--- config.mk ---
export PLATFORM = sky130hd
export DESIGN_NAME = sac_adc_ctrl
export DESIGN_NICKNAME = d
export VERILOG_FILES = /design/src/sac_pkg.sv /design/src/sac_adc_ctrl.sv /design/src/sac_clk_div.sv
export VERILOG_INCLUDE_DIRS = /design/src /design/src/src
export SDC_FILE = /design/constraint.sdc
export NUM_CORES = 1
export LEC_CHECK = 0
export BUFFER_PORTS_ARGS = -buffer_cell sky130_fd_sc_hd__buf_2
export CAP_MARGIN = 40
export CELL_PAD_IN_SITES_DETAIL_PLACEMENT = 0
export CELL_PAD_IN_SITES_GLOBAL_PLACEMENT = 1
export CORE_MARGIN = 8
export CORE_UTILIZATION = 35
export DETAILED_ROUTE_END_ITERATION = 6
export PLACE_DENSITY = 0.8
export SLEW_MARGIN = 20
export SYNTH_ARGS = -nofsm -noshare
export SYNTH_HDL_FRONTEND = slang
export SYNTH_SLANG_ARGS = --single-unit
--- constraint.sdc ---
create_clock -name core_clk -period 2.2 [get_ports core_clk]
set_input_delay 0.22 -clock core_clk [delete_from_list [all_inputs] [get_ports core_clk]]
set_output_delay 0.22 -clock core_clk [all_outputs]
set_load 0.01 [all_outputs]
--- src/sac_regs.svh ---
// Register offsets, field positions, reset values and timing counts.
`ifndef SAC_REGS_SVH
`define SAC_REGS_SVH

// ========================================
// Register offsets
`define SAC_ADDR_CFG 8'hBC
`define SAC_ADDR_LOW 8'hBE
`define SAC_ADDR_HIGH 8'hBF
`define SAC_ADDR_CTL 8'hE8

// ========================================
// Reset values and masks
`define SAC_CFG_RST 8'h60
`define SAC_CTL_RST 8'h00
`define SAC_RES_RST 8'h00
`define SAC_CFG_WMASK 8'hE7

// ========================================
// Configuration fields
`define SAC_CFG_DIV 7:5
`define SAC_CFG_GAIN 2:0

// ========================================
// Control fields
`define SAC_CTL_EN 7
`define SAC_CTL_TM 6
`define SAC_CTL_DONE 5
`define SAC_CTL_BUSY 4
`define SAC_CTL_SRC 3:2
`define SAC_CTL_WIN 1
`define SAC_CTL_LJ 0

// ========================================
// Start source codes
`define SAC_SRC_SW 2'h0
`define SAC_SRC_T3 2'h1
`define SAC_SRC_EXT 2'h2
`define SAC_SRC_T2 2'h3

// ========================================
// Timing counts in conversion clocks
`define SAC_TRACK_TICKS 4'h3
`define SAC_CONV_TICKS 4'hB

`endif

--- src/sac_pkg.sv ---
// Types shared by the converter control logic.
package sac_pkg;

   // ========================================
   // Register bus request
   typedef struct packed {
      logic wr;
      logic rd;
      logic [7:0] addr;
      logic [7:0] wdata;
   } sac_sfr_req_t;

   // ========================================
   // Controls toward the analog converter
   typedef struct packed {
      logic pwr_on;
      logic track;
      logic lp_hold;
      logic sar_tick;
      logic conv_start;
      logic [5:0] gain_sel;
   } sac_ana_t;

   // ========================================
   // Sequencer states
   typedef enum logic [1:0] {
      ST_IDLE,
      ST_TRACK,
      ST_CONV
   } sac_state_t;

endpackage

--- src/sac_adc_ctrl.sv ---
// Control, trigger sequencing and result formatting of the converter.
`timescale 1ns/1ps
`include "sac_regs.svh"
module sac_adc_ctrl
   import sac_pkg::*;
(
   // Clock, reset and clock enable.
   input wire logic core_clk,
   input wire logic rst,
   input wire logic ce,
   // Special function register bus.
   input wire sac_sfr_req_t sfr_req,
   output logic [7:0] sfr_rdata,
   // Conversion triggers.
   input wire logic timer3_ovf,
   input wire logic timer2_ovf,
   input wire logic external_convert_start,
   // Qualifiers from neighbouring logic.
   input wire logic diff_mode,
   input wire logic window_hit,
   input wire logic conv_irq_en,
   // Analog converter.
   input wire logic [9:0] sar_data,
   output sac_ana_t ana_ctl,
   // Results and interrupt.
   output logic [15:0] result_word,
   output logic conv_irq
);

   // ========================================
   // Declarations
   logic ext_s1_q;
   logic ext_s2_q;
   logic ext_s3_q;
   logic ext_rise;
   logic [7:0] cfg_q;
   logic [7:0] cfg_d;
   logic en_q;
   logic en_d;
   logic tm_q;
   logic tm_d;
   logic done_q;
   logic done_d;
   logic [1:0] src_q;
   logic [1:0] src_d;
   logic win_q;
   logic win_d;
   logic lj_q;
   logic lj_d;
   logic [7:0] res_hi_q;
   logic [7:0] res_hi_d;
   logic [7:0] res_lo_q;
   logic [7:0] res_lo_d;
   logic [7:0] rdata_q;
   logic [7:0] rdata_d;
   logic irq_q;
   logic irq_d;
   sac_state_t state_q;
   sac_state_t state_d;
   logic [3:0] cnt_q;
   logic [3:0] cnt_d;
   logic wr_cfg;
   logic wr_ctl;
   logic wr_low;
   logic wr_high;
   logic trig;
   logic start;
   logic finish;
   logic busy;
   logic tick;
   logic [7:0] fmt_hi;
   logic [7:0] fmt_lo;

   // ========================================
   // External start pin synchroniser
   always_ff @(posedge core_clk)
   begin
      if (rst)
      begin
         ext_s1_q <= 1'b0;
         ext_s2_q <= 1'b0;
         ext_s3_q <= 1'b0;
      end
      else if (ce)
      begin
         ext_s1_q <= external_convert_start;
         ext_s2_q <= ext_s1_q;
         ext_s3_q <= ext_s2_q;
      end
   end

   assign ext_rise = ext_s2_q && !ext_s3_q;

   // ========================================
   // Conversion clock divider
   sac_clk_div u_div (
      .core_clk(core_clk),
      .rst(rst),
      .ce(ce),
      .run(en_q || busy),
      .div(cfg_q[`SAC_CFG_DIV]),
      .tick(tick)
   );

   // ========================================
   // Trigger selection
   always_comb
   begin
      wr_cfg = sfr_req.wr && (sfr_req.addr == `SAC_ADDR_CFG);
      wr_ctl = sfr_req.wr && (sfr_req.addr == `SAC_ADDR_CTL);
      wr_low = sfr_req.wr && (sfr_req.addr == `SAC_ADDR_LOW);
      wr_high = sfr_req.wr && (sfr_req.addr == `SAC_ADDR_HIGH);
      busy = (state_q != ST_IDLE);
      case (src_q)
         `SAC_SRC_SW: trig = wr_ctl && sfr_req.wdata[`SAC_CTL_BUSY];
         `SAC_SRC_T3: trig = timer3_ovf;
         `SAC_SRC_EXT: trig = ext_rise;
         default: trig = timer2_ovf;
      endcase
      start = en_q && trig && !busy;
   end

   // ========================================
   // Track and convert sequencer
   always_comb
   begin
      state_d = state_q;
      cnt_d = cnt_q;
      finish = 1'b0;
      case (state_q)
         ST_IDLE:
         begin
            cnt_d = 4'h0;
            if (start && tm_q && (src_q != `SAC_SRC_EXT))
            begin
               state_d = ST_TRACK;
            end
            else if (start)
            begin
               state_d = ST_CONV;
            end
         end
         ST_TRACK:
         begin
            if (tick && (cnt_q == `SAC_TRACK_TICKS - 4'h1))
            begin
               state_d = ST_CONV;
               cnt_d = 4'h0;
            end
            else if (tick)
            begin
               cnt_d = cnt_q + 4'h1;
            end
         end
         ST_CONV:
         begin
            if (tick && (cnt_q == `SAC_CONV_TICKS - 4'h1))
            begin
               state_d = ST_IDLE;
               cnt_d = 4'h0;
               finish = 1'b1;
            end
            else if (tick)
            begin
               cnt_d = cnt_q + 4'h1;
            end
         end
         default:
         begin
            state_d = ST_IDLE;
            cnt_d = 4'h0;
         end
      endcase
   end

   always_ff @(posedge core_clk)
   begin
      if (rst)
      begin
         state_q <= ST_IDLE;
         cnt_q <= 4'h0;
      end
      else if (ce)
      begin
         state_q <= state_d;
         cnt_q <= cnt_d;
      end
   end

   // ========================================
   // Result formatting
   always_comb
   begin
      if (lj_q)
      begin
         fmt_hi = sar_data[9:2];
         fmt_lo = {sar_data[1:0], 6'h00};
      end
      else
      begin
         fmt_hi = {{6{diff_mode && sar_data[9]}}, sar_data[9:8]};
         fmt_lo = sar_data[7:0];
      end
   end

   // ========================================
   // Register file
   always_comb
   begin
      cfg_d = wr_cfg ? (sfr_req.wdata & `SAC_CFG_WMASK) : cfg_q;
      en_d = wr_ctl ? sfr_req.wdata[`SAC_CTL_EN] : en_q;
      tm_d = wr_ctl ? sfr_req.wdata[`SAC_CTL_TM] : tm_q;
      src_d = wr_ctl ? sfr_req.wdata[`SAC_CTL_SRC] : src_q;
      lj_d = wr_ctl ? sfr_req.wdata[`SAC_CTL_LJ] : lj_q;
      done_d = wr_ctl ? sfr_req.wdata[`SAC_CTL_DONE] : done_q;
      if (finish)
      begin
         done_d = 1'b1;
      end
      win_d = wr_ctl ? sfr_req.wdata[`SAC_CTL_WIN] : win_q;
      if (window_hit)
      begin
         win_d = 1'b1;
      end
      res_hi_d = wr_high ? sfr_req.wdata : res_hi_q;
      res_lo_d = wr_low ? sfr_req.wdata : res_lo_q;
      if (finish)
      begin
         res_hi_d = fmt_hi;
         res_lo_d = fmt_lo;
      end
      irq_d = finish && conv_irq_en;
      rdata_d = rdata_q;
      if (sfr_req.rd)
      begin
         case (sfr_req.addr)
            `SAC_ADDR_CFG: rdata_d = cfg_q;
            `SAC_ADDR_LOW: rdata_d = res_lo_q;
            `SAC_ADDR_HIGH: rdata_d = res_hi_q;
            `SAC_ADDR_CTL: rdata_d = {en_q, tm_q, done_q, busy, src_q,
                                      win_q, lj_q};
            default: rdata_d = 8'h00;
         endcase
      end
   end

   always_ff @(posedge core_clk)
   begin
      if (rst)
      begin
         cfg_q <= `SAC_CFG_RST;
         en_q <= 1'b0;
         tm_q <= 1'b0;
         done_q <= 1'b0;
         src_q <= `SAC_SRC_SW;
         win_q <= 1'b0;
         lj_q <= 1'b0;
         res_hi_q <= `SAC_RES_RST;
         res_lo_q <= `SAC_RES_RST;
         rdata_q <= 8'h00;
         irq_q <= 1'b0;
      end
      else if (ce)
      begin
         cfg_q <= cfg_d;
         en_q <= en_d;
         tm_q <= tm_d;
         done_q <= done_d;
         src_q <= src_d;
         win_q <= win_d;
         lj_q <= lj_d;
         res_hi_q <= res_hi_d;
         res_lo_q <= res_lo_d;
         rdata_q <= rdata_d;
         irq_q <= irq_d;
      end
   end

   // ========================================
   // Analog controls
   always_comb
   begin
      ana_ctl.pwr_on = en_q || busy;
      ana_ctl.sar_tick = tick && (state_q == ST_CONV);
      ana_ctl.conv_start = (state_q != ST_CONV) && (state_d == ST_CONV);
      if (!en_q && !busy)
      begin
         ana_ctl.track = 1'b0;
      end
      else if (!tm_q)
      begin
         ana_ctl.track = (state_q != ST_CONV);
      end
      else if (src_q == `SAC_SRC_EXT)
      begin
         ana_ctl.track = !ext_s2_q && (state_q == ST_IDLE);
      end
      else
      begin
         ana_ctl.track = (state_q == ST_TRACK);
      end
      ana_ctl.lp_hold = ana_ctl.pwr_on && tm_q && (state_q == ST_IDLE)
                        && !ana_ctl.track;
      case (cfg_q[`SAC_CFG_GAIN])
         3'h0: ana_ctl.gain_sel = 6'h01;
         3'h1: ana_ctl.gain_sel = 6'h02;
         3'h2: ana_ctl.gain_sel = 6'h04;
         3'h3: ana_ctl.gain_sel = 6'h08;
         3'h4, 3'h5: ana_ctl.gain_sel = 6'h10;
         default: ana_ctl.gain_sel = 6'h20;
      endcase
   end

   assign sfr_rdata = rdata_q;
   assign result_word = {res_hi_q, res_lo_q};
   assign conv_irq = irq_q;

endmodule // sac_adc_ctrl

--- src/sac_clk_div.sv ---
// Conversion clock divider producing one tick per conversion clock.
`timescale 1ns/1ps
`include "sac_regs.svh"
module sac_clk_div
   import sac_pkg::*;
(
   // Clock, reset and clock enable.
   input wire logic core_clk,
   input wire logic rst,
   input wire logic ce,
   // Divider control.
   input wire logic run,
   input wire logic [2:0] div,
   // Conversion clock tick.
   output logic tick
);

   logic [3:0] cnt_q;
   logic [3:0] cnt_d;
   logic [3:0] limit;

   // ========================================
   // Divide ratio
   always_comb
   begin
      case (div)
         3'h0: limit = 4'h0;
         3'h1: limit = 4'h1;
         3'h2: limit = 4'h3;
         3'h3: limit = 4'h7;
         default: limit = 4'hF;
      endcase
      tick = run && (cnt_q == limit);
      if (!run || tick)
      begin
         cnt_d = 4'h0;
      end
      else
      begin
         cnt_d = cnt_q + 4'h1;
      end
   end

   always_ff @(posedge core_clk)
   begin
      if (rst)
      begin
         cnt_q <= 4'h0;
      end
      else if (ce)
      begin
         cnt_q <= cnt_d;
      end
   end

endmodule // sac_clk_div

==> results.json <==
{
  "synth_area_sq_um": 2994,
  "n_antenna_cell": 0,
  "layout-drive-gt1-share": 0.3043,
  "failed_checks": "negative setup slack",
  "post-place-ws_ns": -0.001900,
  "cp_data_required_time_ns": 1.98,
  "synthCells": 344,
  "finalNonFillerCells": 542,
  "worst_pin_slew_ns": 0.8076,
  "initial_utilization": 0.3626,
  "outcome": "finished with violations",
  "syn_nets": 388,
  "yosysSeqAreaShare": 0.3410,
  "reg2reg_slack_ns": 0.08,
  "post-cts-setup-buffers": 0,
  "detail_route.wl_per_cell_microns": 17.55,
  "dieArea_sq_um": 11770,
  "fmax_mhz": 409.2,
  "core_sq_um": 8258,
  "dr.pass1.iters": 5,
  "num_rows": 33,
  "insertion_delay_ns": 0.31,
  "grt_pass1_vias": 2974,
  "routed_wl_microns": 9513,
  "worst_ep_arrival_time_ns": 2.22,
  "worstPathMaxFanout": 7,
  "multi_input_area_sq_um": 1917,
  "crit_type": "reg -> out",
  "fill_cells": 848,
  "ant_nets": 0,
  "whs_ns": 0.1531,
  "fin_skew_ns": 0.008351,
  "hold_viol": 0,
  "synth.most_common_cell": "dfxtp_1",
  "overflow": 0,
  "drt-initial-drc-count": 193,
  "max_slew_margin": 0.4596,
  "clockBufferDepth": 2,
  "grt_first_pass_wirelength_microns": 15260,
  "final_nets": 480,
  "drv_slew": 0,
  "clock-sinks": 51,
  "setup_violations": 2,
  "synth_cell_types": 61,
  "syn_to_final_growth_pct": 27.71,
  "place.gp.congestion": 0.8268,
  "root_buffer": "clkbuf_8",
  "yosysTopAreaCell": "dfxtp_1",
  "ys.flop_type": "dfxtp_1",
  "viasPerCell": 5.574,
  "drv_cap": 0,
  "cts-buffers-inserted": 5,
  "dp_hpwl_microns": 7232,
  "fin_crit_sh": 1.111,
  "synth_enable_flop_cells": 0,
  "power_mw": 1.761,
  "dp.cells": 534,
  "via_count": 3021,
  "antenna_found_initial": 0,
  "end_kind": "output port",
  "worstHoldPathType": "in -> reg",
  "start_kind": "register",
  "avgSynthCellArea_sq_um": 8.704,
  "fin_crit_ns": 2.444,
  "die_h_microns": 108.5,
  "p_leak_nw": 1.587,
  "drc": 0,
  "synthTopCellsByArea": "dfxtp_1 (34%), mux2i_1 (11%), nand2_1 (4.1%), a21oi_1 (3.5%), ha_1 (2.9%)",
  "die_x_microns": 108.5,
  "placed_area_sq_um": 3650,
  "cellPowerDensity_nw_per_um2": 460.7,
  "fin_util": 0.4630,
  "fin_ws_ns": -0.2439,
  "io_pins": 73,
  "yosys-top-cells-count": "dfxtp_1 (51), mux2i_1 (34), nand2_1 (33)",
  "tns_ns": -0.2888,
  "netlist.area_leader.share": 0.3410,
  "path_clk_slew_ns": 0.10,
  "register_area_sq_um": 1021,
  "htree_num_levels": 2,
  "finalInstanceArea_sq_um": 3824,
  "synth_warnings": 0,
  "ir_worst_vdd_v": 0.0002058,
  "ys_seq_elements": 51,
  "synth_async_sr_flop_share": 0,
  "grt_use_total": 0.1604,
  "io_buffers": 72,
  "grt_setup_unrepaired": "true",
  "cts_tree": "yes",
  "grt_max_degree": 22
}
[cell usage in the layout (no fill, tap or decap), drive strengths merged, types with 2 or more instances in the layout]
cell,n
buf,102
dfxtp,51
mux2i,34
nand2,33
a21oi,21
nor2,19
o21ai,16
nand3,14
nor2b,12
inv,12
nor3,11
a22o,9
a21boi,8
a222oi,8
ha,7
o2bb2ai,6
clkbuf,5
and3,4
nor4,4
a31oi,4
and2,3
nand3b,3
nand4,3
o31a,3
nand4b,3
a211oi,3
nor3b,2
or2,2
nand4bb,2
and4,2
a211o,2
o32ai,2
o21a,2
or3b,2
o2111ai,2
[per-layer routing]
layer,track usage,part of all wire
met1,0.2169,0.46
met2,0.2515,0.46
met3,0.03569,0.067
met4,0.04106,0.0059
met5,0,0
[registers in the layout (all words and copies together), names as in the netlist, 2 cells and up]
| name | flops |
|---|---|
| res_hi_q | 8 |
| res_lo_q | 8 |
| sfr_rdata | 8 |
| cfg_q | 6 |
| cnt_q | 4 |
| u_div.cnt_q | 4 |
| src_q | 2 |
| state_q | 2 |
[critical path: stages (launching register included)]
cell      delay (ns)
dfxtp_1         0.32
or4_4           0.54
o221a_4         0.25
buf_4           0.17
o32a_1          0.32
nand2_1         0.10
a221oi_2        0.07
buf_2           0.16
[power breakdown]
group	switching [mW]	internal, mW	total, mW	leakage (nW)
Sequential	0.00482	0.928	0.933	0.411
Clock	0.340	0.343	0.683	0.0548
Combinational	0.0910	0.0549	0.146	1.12
Total	0.435	1.33	1.76	1.59
[final timing paths]
path	from	end	cells after the start
worst max-delay path	cfg_q[7]	ana_ctl[6]	7
worst min-delay path	window_hit	win_q	3
worst max register to register	cfg_q[7]	cnt_q[2]	6
worst min register to register	sfr_rdata[3]	sfr_rdata[3]	2
[layout make-up]
type / instances / share of cell area
well taps: 105 / 0.03436
repair buffers: 102 / 0.1564
flip-flops and latches: 51 / 0.2670
clock inverters: 3 / 0.01211
clock buffers: 5 / 0.01800
inverters: 11 / 0.01080
multi-input cells: 265 / 0.5013
[repair_timing]
action / CTS / global route
endpoints found under the setup margin: 2 / 20
hold buffers: 0 / 0
gates resized for setup: 2 / 11
pin swaps: 2 / 1
[logic make-up after synthesis]
| kind of cell | Yosys count | synth area share |
|---|---|---|
| buffers and inverters | 28 | 0.03928 |
| XOR/XNOR | 1 | 0.002926 |
| multiplexers | 34 | 0.1137 |
| adder cells (fa/ha/maj) | 7 | 0.02925 |
| flip-flops | 51 | 0.3410 |
| AO/OA/AOI/OAI | 100 | 0.2436 |
| AND/OR/NAND/NOR | 123 | 0.2303 |
Note: power is estimated with default switching activity, not from simulation.
